==> config.mk <==
export PLATFORM = sky130hd
export DESIGN_NAME = chz_charger_ctrl
export DESIGN_NICKNAME = d
export VERILOG_FILES = /design/src/chz_debounce.v /design/src/chz_charger_ctrl.v
export VERILOG_INCLUDE_DIRS = /design/src /design/src/src
export SDC_FILE = /design/constraint.sdc
export NUM_CORES = 1
export LEC_CHECK = 0
export ABC_AREA = 1
export BUFFER_PORTS_ARGS = -buffer_cell sky130_fd_sc_hd__buf_2
export CORE_MARGIN = 1
export CORE_UTILIZATION = 63
export DETAILED_ROUTE_END_ITERATION = 12
export PLACE_DENSITY = 0.85
export SYNTH_ARGS = -nofsm -noshare
export SYNTH_HDL_FRONTEND = slang
export SYNTH_SLANG_ARGS = --single-unit
export TNS_END_PERCENT = 50
==> constraint.sdc <==
create_clock -name ref_clk_i -period 13.7 [get_ports ref_clk_i]
set_input_delay 1.37 -clock ref_clk_i [delete_from_list [all_inputs] [get_ports ref_clk_i]]
set_output_delay 1.37 -clock ref_clk_i [all_outputs]
set_load 0.02 [all_outputs]
==> src/chz_defines.vh <==
// Constants for the charger input power loop and battery temperature zone control
// Assumes an 8-bit register port and a 100 MHz clock
`ifndef CHZ_DEFINES_VH
`define CHZ_DEFINES_VH

// Register offsets
`define CHZ_TEMP_CTRL_ADDR   8'h92
`define CHZ_VIN_CTRL_ADDR    8'h95
`define CHZ_ZONE_CTRL_ADDR   8'h9a
`define CHZ_CHG_CUR_ADDR     8'ha0
`define CHZ_IRQ_STAT_ADDR    8'ha1
`define CHZ_IRQ_MASK_ADDR    8'ha2
`define CHZ_LOOP_STAT_ADDR   8'ha3

// Reset values
`define CHZ_TEMP_CTRL_RST    8'h05
`define CHZ_VIN_CTRL_RST     8'h00
`define CHZ_ZONE_CTRL_RST    8'h00
`define CHZ_CHG_CUR_RST      8'h32
`define CHZ_IRQ_MASK_RST     8'h00

// Field positions in the temperature regulation control register
`define CHZ_FOLDBACK_EN_BIT  7
`define CHZ_HOT_SEL_BIT      5
`define CHZ_COLD_SEL_BIT     4
`define CHZ_SETPOINT_HI      3
`define CHZ_SETPOINT_LO      2
`define CHZ_MODE_HI          1
`define CHZ_MODE_LO          0

// Field positions in the input voltage regulation control register
`define CHZ_LOOP_DIS_BIT     5
`define CHZ_PRECHG_HI        4
`define CHZ_PRECHG_LO        3
`define CHZ_VSEL_HI          2
`define CHZ_VSEL_LO          0

// Field positions in the battery temperature zone control register
`define CHZ_CC_HI            5
`define CHZ_CC_LO            4
`define CHZ_CV_HI            3
`define CHZ_CV_LO            2
`define CHZ_COOL_BIT         1
`define CHZ_WARM_BIT         0

// Interrupt status bits
`define CHZ_IRQ_DPM_BIT      0
`define CHZ_IRQ_COOL_BIT     1
`define CHZ_IRQ_WARM_BIT     2
`define CHZ_IRQ_DROP_BIT     3

// Thermistor modes
`define CHZ_MODE_OFF         2'h0
`define CHZ_MODE_SOFT        2'h1
`define CHZ_MODE_BOTH        2'h2
`define CHZ_MODE_CUR         2'h3

// Input threshold in mV: base plus step per code, lower comparator offset
`define CHZ_VIN_BASE_MV      13'h0f3c
`define CHZ_VIN_STEP_MV      13'h0064
`define CHZ_VIN_LOW_OFS_MV   13'h00c8

// Charge voltage reductions in mV
`define CHZ_CV_RED0_MV       8'h3c
`define CHZ_CV_RED1_MV       8'h64
`define CHZ_CV_RED2_MV       8'ha0
`define CHZ_CV_RED3_MV       8'hc8

// Charge current in 10 mA units; floor level after a deep droop
`define CHZ_CUR_FLOOR        8'h0a

// Timing
`define CHZ_CLK_MHZ          100
`define CHZ_STEP_MS          10
`define CHZ_STEP_CYC         (`CHZ_STEP_MS * 1000 * `CHZ_CLK_MHZ)
`define CHZ_DEB_US           1000
`define CHZ_DEB_CYC          (`CHZ_DEB_US * `CHZ_CLK_MHZ)

// Zone codes
`define CHZ_ZONE_NORMAL      3'h0
`define CHZ_ZONE_COOL        3'h1
`define CHZ_ZONE_WARM        3'h2
`define CHZ_ZONE_COLD        3'h3
`define CHZ_ZONE_HOT         3'h4

`endif

==> src/chz_debounce.v <==
// Level debouncer: output follows the input once it has held steady for a set count
// Assumes a synchronous, active-high reset
`timescale 1ns/1ps
module chz_debounce #(
  parameter integer DEB_CYC = 100000
) (
  input  wire ref_clk_i,
  input  wire srst_i,
  input  wire level_i,
  output reg  level_o
);

  reg  [31:0] cnt;
  wire [31:0] last = DEB_CYC - 1;

  always @(posedge ref_clk_i) begin
    if (srst_i) begin
      cnt     <= 32'h0;
      level_o <= 1'b0;
    end else if (level_i == level_o) begin
      cnt <= 32'h0;
    end else if (cnt >= last) begin
      cnt     <= 32'h0;
      level_o <= level_i;
    end else begin
      cnt <= cnt + 32'h1;
    end
  end

endmodule // chz_debounce

==> src/chz_charger_ctrl.v <==
// Charger input power loop and battery temperature zone control
// Assumes synchronous comparator inputs, an 8-bit register port and a 100 MHz clock
//
// What this block does
// - Lower input current limit to hold input voltage
// - Interrupt after debounce when input loop active
// - Lower comparator trip sits 200 mV below threshold
// - Lower trip drops current to 100 mA at once
// - Then step current up every 10 ms
// - Step up only while main comparator is above
// - Three-bit threshold: 3.9 V plus 0.1 V per code
// - Five zones: stop cold/hot, adjust cool/warm
// - Zone behaviour chosen by mode field at 0x92
// - Mode 2 reduces current and voltage
// - Mode 3 reduces current only
// - Mode 1 interrupts on cool/warm crossings only
// - Mode 0 ignores the thermistor
// - Voltage reduction code: 60/100/160/200 mV
// - Current reduction code: 25/50/75/100 percent
`timescale 1ns/1ps
`include "chz_defines.vh"
module chz_charger_ctrl #(
  parameter integer STEP_CYC = `CHZ_STEP_CYC,
  parameter integer DEB_CYC  = `CHZ_DEB_CYC
) (
  input  wire        ref_clk_i,
  input  wire        srst_i,
  input  wire [7:0]  reg_addr_i,
  input  wire [7:0]  reg_wdata_i,
  input  wire        reg_wr_i,
  input  wire        reg_rd_i,
  output reg  [7:0]  reg_rdata_o,
  input  wire        vin_above_i,
  input  wire        vin_low_trip_i,
  input  wire        therm_cold_i,
  input  wire        therm_cool_i,
  input  wire        therm_warm_i,
  input  wire        therm_hot_i,
  output reg  [12:0] input_regulation_threshold_o,
  output reg  [12:0] input_low_trip_mv_o,
  output reg  [7:0]  charge_current_o,
  output reg  [7:0]  cv_reduction_mv_o,
  output reg         charge_enable_o,
  output reg         hot_threshold_select_o,
  output reg         cold_threshold_select_o,
  output reg  [2:0]  zone_o,
  output reg         irq_o
);

  // Register file
  reg  [7:0]  temp_ctrl;
  reg  [7:0]  vin_ctrl;
  reg  [3:0]  zone_ctrl;
  reg  [7:0]  prog_cur;
  wire [3:0]  irq_stat;
  reg  [3:0]  irq_mask;

  // Input loop state
  reg  [7:0]  dpm_limit;
  reg  [31:0] step_cnt;
  reg         step_tick;
  reg         dpm_trip_q;
  reg         cool_q;
  reg         warm_q;
  wire        dpm_active_deb;

  wire [1:0]  mode     = temp_ctrl[`CHZ_MODE_HI:`CHZ_MODE_LO];
  wire        loop_dis = vin_ctrl[`CHZ_LOOP_DIS_BIT];
  wire [1:0]  cc_code  = zone_ctrl[`CHZ_CC_HI-2:`CHZ_CC_LO-2];
  wire [1:0]  cv_code  = zone_ctrl[`CHZ_CV_HI-2:`CHZ_CV_LO-2];
  wire [31:0] step_last = STEP_CYC - 1;

  wire wr_temp = reg_wr_i && (reg_addr_i == `CHZ_TEMP_CTRL_ADDR);
  wire wr_vin  = reg_wr_i && (reg_addr_i == `CHZ_VIN_CTRL_ADDR);
  wire wr_zone = reg_wr_i && (reg_addr_i == `CHZ_ZONE_CTRL_ADDR);
  wire wr_cur  = reg_wr_i && (reg_addr_i == `CHZ_CHG_CUR_ADDR);
  wire wr_stat = reg_wr_i && (reg_addr_i == `CHZ_IRQ_STAT_ADDR);
  wire wr_mask = reg_wr_i && (reg_addr_i == `CHZ_IRQ_MASK_ADDR);

  // Writable bits; reserved bits are never stored and read zero
  localparam [7:0] TEMP_WR_MASK = 8'hbf;
  localparam [7:0] VIN_WR_MASK  = 8'h3f;

  // Zone decode; hot and cold take priority over warm and cool
  reg  [2:0] next_zone;
  always @* begin
    if (mode == `CHZ_MODE_OFF)
      next_zone = `CHZ_ZONE_NORMAL;
    else if (therm_hot_i)
      next_zone = `CHZ_ZONE_HOT;
    else if (therm_cold_i)
      next_zone = `CHZ_ZONE_COLD;
    else if (therm_warm_i)
      next_zone = `CHZ_ZONE_WARM;
    else if (therm_cool_i)
      next_zone = `CHZ_ZONE_COOL;
    else
      next_zone = `CHZ_ZONE_NORMAL;
  end

  wire in_cool = (next_zone == `CHZ_ZONE_COOL);
  wire in_warm = (next_zone == `CHZ_ZONE_WARM);
  wire in_adj  = in_cool || in_warm;
  wire stop    = (next_zone == `CHZ_ZONE_HOT) || (next_zone == `CHZ_ZONE_COLD);

  // Temperature-reduced target current
  reg  [7:0] red_cur;
  always @* begin
    case (cc_code)
      2'h0:    red_cur = prog_cur - {2'h0, prog_cur[7:2]};
      2'h1:    red_cur = {1'b0, prog_cur[7:1]};
      2'h2:    red_cur = {2'h0, prog_cur[7:2]};
      2'h3:    red_cur = 8'h00;
      default: red_cur = prog_cur;
    endcase
  end

  reg  [7:0] cv_red;
  always @* begin
    case (cv_code)
      2'h0:    cv_red = `CHZ_CV_RED0_MV;
      2'h1:    cv_red = `CHZ_CV_RED1_MV;
      2'h2:    cv_red = `CHZ_CV_RED2_MV;
      2'h3:    cv_red = `CHZ_CV_RED3_MV;
      default: cv_red = `CHZ_CV_RED0_MV;
    endcase
  end

  reg  [7:0] target_cur;
  reg  [7:0] next_cv_red;
  always @* begin
    target_cur  = prog_cur;
    next_cv_red = 8'h00;
    case (mode)
      `CHZ_MODE_BOTH: begin
        if (in_adj) begin
          target_cur  = red_cur;
          next_cv_red = cv_red;
        end
      end
      `CHZ_MODE_CUR: begin
        if (in_adj)
          target_cur = red_cur;
      end
      `CHZ_MODE_SOFT: begin
        target_cur = prog_cur;
      end
      default: begin
        target_cur = prog_cur;
      end
    endcase
  end

  // Step timer for current ramp
  always @(posedge ref_clk_i) begin
    if (srst_i) begin
      step_cnt  <= 32'h0;
      step_tick <= 1'b0;
    end else if (step_cnt >= step_last) begin
      step_cnt  <= 32'h0;
      step_tick <= 1'b1;
    end else begin
      step_cnt  <= step_cnt + 32'h1;
      step_tick <= 1'b0;
    end
  end

  // Input power loop current limit
  reg  [7:0] next_limit;
  always @* begin
    next_limit = dpm_limit;
    if (loop_dis) begin
      next_limit = 8'hff;
    end else if (vin_low_trip_i) begin
      // Deep droop: jump to the floor at once, no stepping
      next_limit = `CHZ_CUR_FLOOR;
    end else if (step_tick) begin
      if (vin_above_i) begin
        if (dpm_limit < target_cur) begin
          next_limit = dpm_limit + 8'h01;
        end
      end else if (dpm_limit > `CHZ_CUR_FLOOR) begin
        // Input still sagging on a tick: give back one step
        next_limit = dpm_limit - 8'h01;
      end
    end
    // Never above the target while the loop is enabled; a target under the floor leaves the floor alone
    if (!loop_dis && next_limit > target_cur && target_cur >= `CHZ_CUR_FLOOR) begin
      next_limit = target_cur;
    end
  end

  wire dpm_active = !loop_dis && (dpm_limit < target_cur);

  chz_debounce #(
    .DEB_CYC (DEB_CYC)
  ) u_dpm_deb (
    .ref_clk_i (ref_clk_i),
    .srst_i    (srst_i),
    .level_i   (dpm_active),
    .level_o   (dpm_active_deb)
  );

  wire [12:0] vin_thr = `CHZ_VIN_BASE_MV +
                        `CHZ_VIN_STEP_MV * {10'h0, vin_ctrl[`CHZ_VSEL_HI:`CHZ_VSEL_LO]};

  // Interrupt events
  reg        dpm_deb_q;
  wire [3:0] irq_evt;
  assign irq_evt[`CHZ_IRQ_DPM_BIT]  = dpm_active_deb && !dpm_deb_q;
  assign irq_evt[`CHZ_IRQ_COOL_BIT] = (mode == `CHZ_MODE_SOFT) && (in_cool != cool_q);
  assign irq_evt[`CHZ_IRQ_WARM_BIT] = (mode == `CHZ_MODE_SOFT) && (in_warm != warm_q);
  assign irq_evt[`CHZ_IRQ_DROP_BIT] = vin_low_trip_i && !dpm_trip_q && !loop_dis;

  // Register writes
  always @(posedge ref_clk_i) begin
    if (srst_i) begin
      temp_ctrl <= `CHZ_TEMP_CTRL_RST;
      vin_ctrl  <= `CHZ_VIN_CTRL_RST;
      zone_ctrl <= 4'h0;
      prog_cur  <= `CHZ_CHG_CUR_RST;
      irq_mask  <= 4'h0;
    end else begin
      if (wr_temp) begin
        temp_ctrl <= reg_wdata_i & TEMP_WR_MASK;
      end
      if (wr_vin) begin
        vin_ctrl <= reg_wdata_i & VIN_WR_MASK;
      end
      if (wr_zone) begin
        zone_ctrl <= reg_wdata_i[5:2];
      end
      if (wr_cur) begin
        prog_cur <= reg_wdata_i;
      end
      if (wr_mask) begin
        irq_mask <= reg_wdata_i[3:0];
      end
    end
  end

  // Loop limit and edge history for the event detectors
  always @(posedge ref_clk_i) begin
    if (srst_i) begin
      dpm_limit  <= 8'hff;
      dpm_trip_q <= 1'b0;
      dpm_deb_q  <= 1'b0;
      cool_q     <= 1'b0;
      warm_q     <= 1'b0;
    end else begin
      dpm_limit  <= next_limit;
      dpm_trip_q <= vin_low_trip_i;
      dpm_deb_q  <= dpm_active_deb;
      cool_q     <= in_cool;
      warm_q     <= in_warm;
    end
  end

  // Sticky status, one flop per source; a set wins over a write-one clear
  genvar gi;
  generate
    for (gi = 0; gi < 4; gi = gi + 1) begin : g_irq
      reg  sticky;
      wire clr = wr_stat && reg_wdata_i[gi];
      always @(posedge ref_clk_i) begin
        if (srst_i) begin
          sticky <= 1'b0;
        end else if (irq_evt[gi]) begin
          sticky <= 1'b1;
        end else if (clr) begin
          sticky <= 1'b0;
        end
      end
      assign irq_stat[gi] = sticky;
    end
  endgenerate

  // Read port, data valid the cycle after the strobe
  reg [7:0] rd_mux;
  always @* begin
    case (reg_addr_i)
      `CHZ_TEMP_CTRL_ADDR: rd_mux = temp_ctrl;
      `CHZ_VIN_CTRL_ADDR:  rd_mux = vin_ctrl;
      `CHZ_ZONE_CTRL_ADDR: rd_mux = {2'h0, zone_ctrl, in_cool, in_warm};
      `CHZ_CHG_CUR_ADDR:   rd_mux = prog_cur;
      `CHZ_IRQ_STAT_ADDR:  rd_mux = {4'h0, irq_stat};
      `CHZ_IRQ_MASK_ADDR:  rd_mux = {4'h0, irq_mask};
      `CHZ_LOOP_STAT_ADDR: rd_mux = dpm_limit;
      default:             rd_mux = 8'h00;
    endcase
  end

  always @(posedge ref_clk_i) begin
    if (srst_i)
      reg_rdata_o <= 8'h00;
    else if (reg_rd_i)
      reg_rdata_o <= rd_mux;
    else
      reg_rdata_o <= 8'h00;
  end

  // Registered copies of the configuration
  always @(posedge ref_clk_i) begin
    if (srst_i) begin
      input_regulation_threshold_o <= 13'h0;
      input_low_trip_mv_o          <= 13'h0;
      hot_threshold_select_o       <= 1'b0;
      cold_threshold_select_o      <= 1'b0;
    end else begin
      input_regulation_threshold_o <= vin_thr;
      input_low_trip_mv_o          <= vin_thr - `CHZ_VIN_LOW_OFS_MV;
      hot_threshold_select_o       <= temp_ctrl[`CHZ_HOT_SEL_BIT];
      cold_threshold_select_o      <= temp_ctrl[`CHZ_COLD_SEL_BIT];
    end
  end

  // Charge control; current is the lower of loop limit and zone target, zero in the cold and hot zones
  always @(posedge ref_clk_i) begin
    if (srst_i) begin
      charge_current_o  <= 8'h00;
      cv_reduction_mv_o <= 8'h00;
      charge_enable_o   <= 1'b0;
      zone_o            <= `CHZ_ZONE_NORMAL;
    end else begin
      charge_current_o  <= stop ? 8'h00 :
                           (next_limit < target_cur ? next_limit : target_cur);
      cv_reduction_mv_o <= next_cv_red;
      charge_enable_o   <= !stop;
      zone_o            <= next_zone;
    end
  end

  // Level interrupt, high while an unmasked status bit is set
  always @(posedge ref_clk_i) begin
    if (srst_i) begin
      irq_o <= 1'b0;
    end else begin
      irq_o <= |(irq_stat & irq_mask);
    end
  end

endmodule // chz_charger_ctrl

==> results list <==
- Run status: finished, final reports clean
- Max-cap violations in this run came to 0.
- In this run the power density over the cells is 118.3 nW/um^2.
* First-pass GRT wire length: 29320 um
- Total leakage power: 4.015 nW
- Of the cells placed in the final design, the portion with a size suffix greater than 1 is 12.09%.
* Number of nets at the end of the flow: 1198
- Part of the power in combinational logic: 9.5%
* Deepest level of the CTS H-tree: 4
* Root buffer cell: clkbuf_16
* Height of the die: 112.4 um
- Among the stages of the critical path, the cell type that occurs most often is nor2_1.
- The top cell type by area accounts for 41.96% of the synthesized area.
* CTS buffer count: 17
- In the synthesized netlist the async set-or-reset flop fraction comes to 0%.
* Required time of the critical path: 14.02 ns
- Global routing used 29.23% of the available tracks.
* Count of cell types in the netlist: 51
- Number of enable flip-flop cells after synthesis: 0
- Clock slew at the register clock pins of the worst setup and hold paths: 0.06 ns
* Vias after detailed routing: 6930
* Pin slew with the least headroom to its limit: 0.9619 ns
- Relative slew slack: 35.28%
* Highest clock frequency the design can meet: 140.1 MHz
- Summed over all nets, the half-perimeter wirelength after detailed placement is 12390 um.
- PostCTS Resize Cnt: 0
- Pin count of the biggest net entering global routing: 50
- Port Buffers: 76
- Commonest register cell after synthesis: dfxtp_1
* Residual overflow from global routing: 0
* Setup ws final: 6.562 ns
- Width of the die: 112.4 um
- Maximum vdd drop: 0.1637 mV
- The via count of the first global-routing pass came to 6336.
- 83 I/O pins were placed.
- Post-route fraction of the period consumed by the critical path: 52.11%
- Net switching is 24.63% of the power.
* Latest clock arrival within the worst-skew pair: 0.43 ns
- Buffers inserted during post-CTS setup optimization: 0
- Design internal power: 785.3 uW
* Core box area: 11660 sq um
- Hold repair after CTS inserted 0 buffers.
* Net switching power figure: 256.6 uW
- Max-slew violations: 0
- Cell type contributing the most total cell area after synthesis: dfxtp_1
- Slowest stage delay, CP: 0.52 ns
- STA classifies the critical path startpoint as an input pin.
* Worst hold path class: reg2reg
- In this run the core area contains 39 standard-cell rows.
* Number of antenna violations at the first check in global routing: 0
* Worst Clk Skew: 0.01960 ns
* Length in cells of the worst reg-to-reg path: 37
* WS Path Type: in2reg
- The first detailed-routing pass took 5 iterations.
* WL/cell: 13.85 um
- Post-placement worst setup slack: 6.644 ns
- Gp weighted congestion: 0.9607
- Routed via count divided by cell count: 5.431
- Number of register bits inferred by synthesis: 161
- Ranked by total cell area, the synthesized netlist is headed by dfxtp_1 (42%), ha_1 (8.3%), nand2_1 (7.8%), nor2_1 (7.7%), inv_1 (6.8%).
* Setup repair after global routing missed its margin: false
* Number of nets with antenna violations after detailed routing: 0
- In the routed design, unresolved DRC markers number 0.
- Data arrival time of the worst path: 7.46 ns
- The share of total power dissipated in sequential elements is 47.1%.
- Counting every sink on the clock net gives 161.
- Setup violations remaining at the end of the flow were counted as 0.
* Cell count of the worst hold path: 2
- Proportion of power drawn by the clock network: 43.3%
* Time the final worst path needs with I/O delays and setup: 7.138 ns
- In this run the deepest clock path goes through 2 buffers.
- The floorplan step defined a die boundary enclosing 12640 sq um.
- The largest individual stage delay along the critical path comes from the cell a221oi_1.
- First-iteration detailed-routing DRC count: 735
- Critical Path End Type: flop
- Synth warnings: 0
- The routed design has 17670 um of wire.
* Most frequent standard cell in the layout excluding fill and tap cells: dfxtp_1
- Initial standard-cell utilization of the core: 65.86%
- Mean Syn Cell Area: 7.560 sq um
* Highest-count cells in the layout ignoring fill and taps: dfxtp_1 (161), nand2_1 (159), nor2_1 (158), inv_1 (140), buf_2 (76)
* Area added between synthesis and finish: 14.63%
- Of the synthesized area, sequential elements account for 41.96%.
- 0 antenna diodes ended up in the layout.
- CTS tree: built
* Count of final hold-check violations: 0
- In this run the worst path has a maximum fanout of 17.
* Post-synth design cell area: 7681 sq um
- Gate count of the mapped netlist: 1016
* Sum of negative setup slack: 0 ns
==> cell usage after synthesis, types with 3 or more instances <==
cell type / instances
dfxtp_1: 161
nand2_1: 159
nor2_1: 158
inv_1: 140
a21oi_1: 74
o21ai_0: 62
ha_1: 51
nand3_1: 32
nor3_1: 19
xor2_1: 15
clkbuf_1: 14
or2_2: 14
nor4_1: 11
nand4_1: 9
nor3b_1: 9
a211oi_1: 8
buf_4: 7
o22ai_1: 7
o211ai_1: 6
o221ai_1: 6
a221oi_1: 5
a31oi_1: 5
a2111oi_0: 4
xnor2_1: 4
nor2_2: 3
==> final timing paths <==
| kind | startpoint | end | slack (ns) |
|---|---|---|---|
| worst max-delay path | therm_cool_i | charge_current_o[1] | 6.56 |
| worst min register to register | temp_ctrl[3] | temp_ctrl[3] | 0.46 |
| worst min-delay path | temp_ctrl[3] | temp_ctrl[3] | 0.46 |
| worst max register to register | prog_cur[2] | charge_current_o[1] | 6.58 |
==> metrics by stage <==
stage	utilization [%]	total power [mW]	area [sq um]	hold WS, ns	instances
6_report	75.50	1.042	8805	0.4562	1276
5_1_grt	75.50	1.080	8805	0.4930	1276
4_1_cts	75.50	1.043	8805	0.4529	1276
3_5_place_dp	70.67	0.5965	8242	0.4376	1244
3_3_place_gp	70.67	0.5937	8242	0.4297	1244
2_1_floorplan	-	0.5717	7801	0.4175	1048
==> per-layer routing <==
layer  track usage [%]  vias up  wire length (um)
met3             6.803       47              1314
met2             48.70      295              8284
li1                  -     3493                 -
met1             36.18     3095              7603
met4             13.07        0               464
met5                 0        -                 0
==> sequential cells by signal, indices dropped and copies added, names as in the netlist, 3 cells and up <==
name and cells:
g_irq.sticky 4, step_cnt 32, temp_ctrl 7, zone_ctrl 4, u_dpm_deb.cnt 32, charge_current_o 8, irq_mask 4, cv_reduction_mv_o 6
prog_cur 8, zone_o 3, reg_rdata_o 8, input_regulation_threshold_o 11, dpm_limit 8, input_low_trip_mv_o 10, vin_ctrl 6
==> power groups by stage <==
stage / Clock [mW] / Combinational (mW) / Sequential, mW
after floorplan: 0 / 0.0691 / 0.503
after global placement: 0 / 0.0932 / 0.500
after detailed placement: 0 / 0.0957 / 0.501
after CTS: 0.455 / 0.0971 / 0.491
after global routing: 0.477 / 0.112 / 0.492
final: 0.451 / 0.0994 / 0.491
==> kinds of logic after synthesis <==
logic type / share of synthesized area, %
adder cells (fa/ha/maj): 8.568
XOR/XNOR: 2.166
other: 0.04882
flip-flops: 41.96
AND/OR/NAND/NOR: 23.67
AO/OA/AOI/OAI: 14.69
buffers and inverters: 8.894
==> area by class of cell <==
cell class	count	area (sq um)
Clock buffer	21	450.4
Timing Repair Buffer	79	402.9
Tap cell	143	178.9
Multi-Input combinational cell	717	3895
Sequential cell	161	3223
Inverter	144	541.8
Fill cell	859	2858
Clock inverter	11	112.6
==> critical path, delay by kind of cell <==
kind / cells / cell delay [ns]
AO/OA/AOI/OAI: 9 / 3.02
AND/OR/NAND/NOR: 13 / 1.40
adder cells (fa/ha/maj): 3 / 0.98
buffers and inverters: 3 / 0.48
XOR/XNOR: 1 / 0.18
Note: power is estimated with default switching activity, not from simulation.
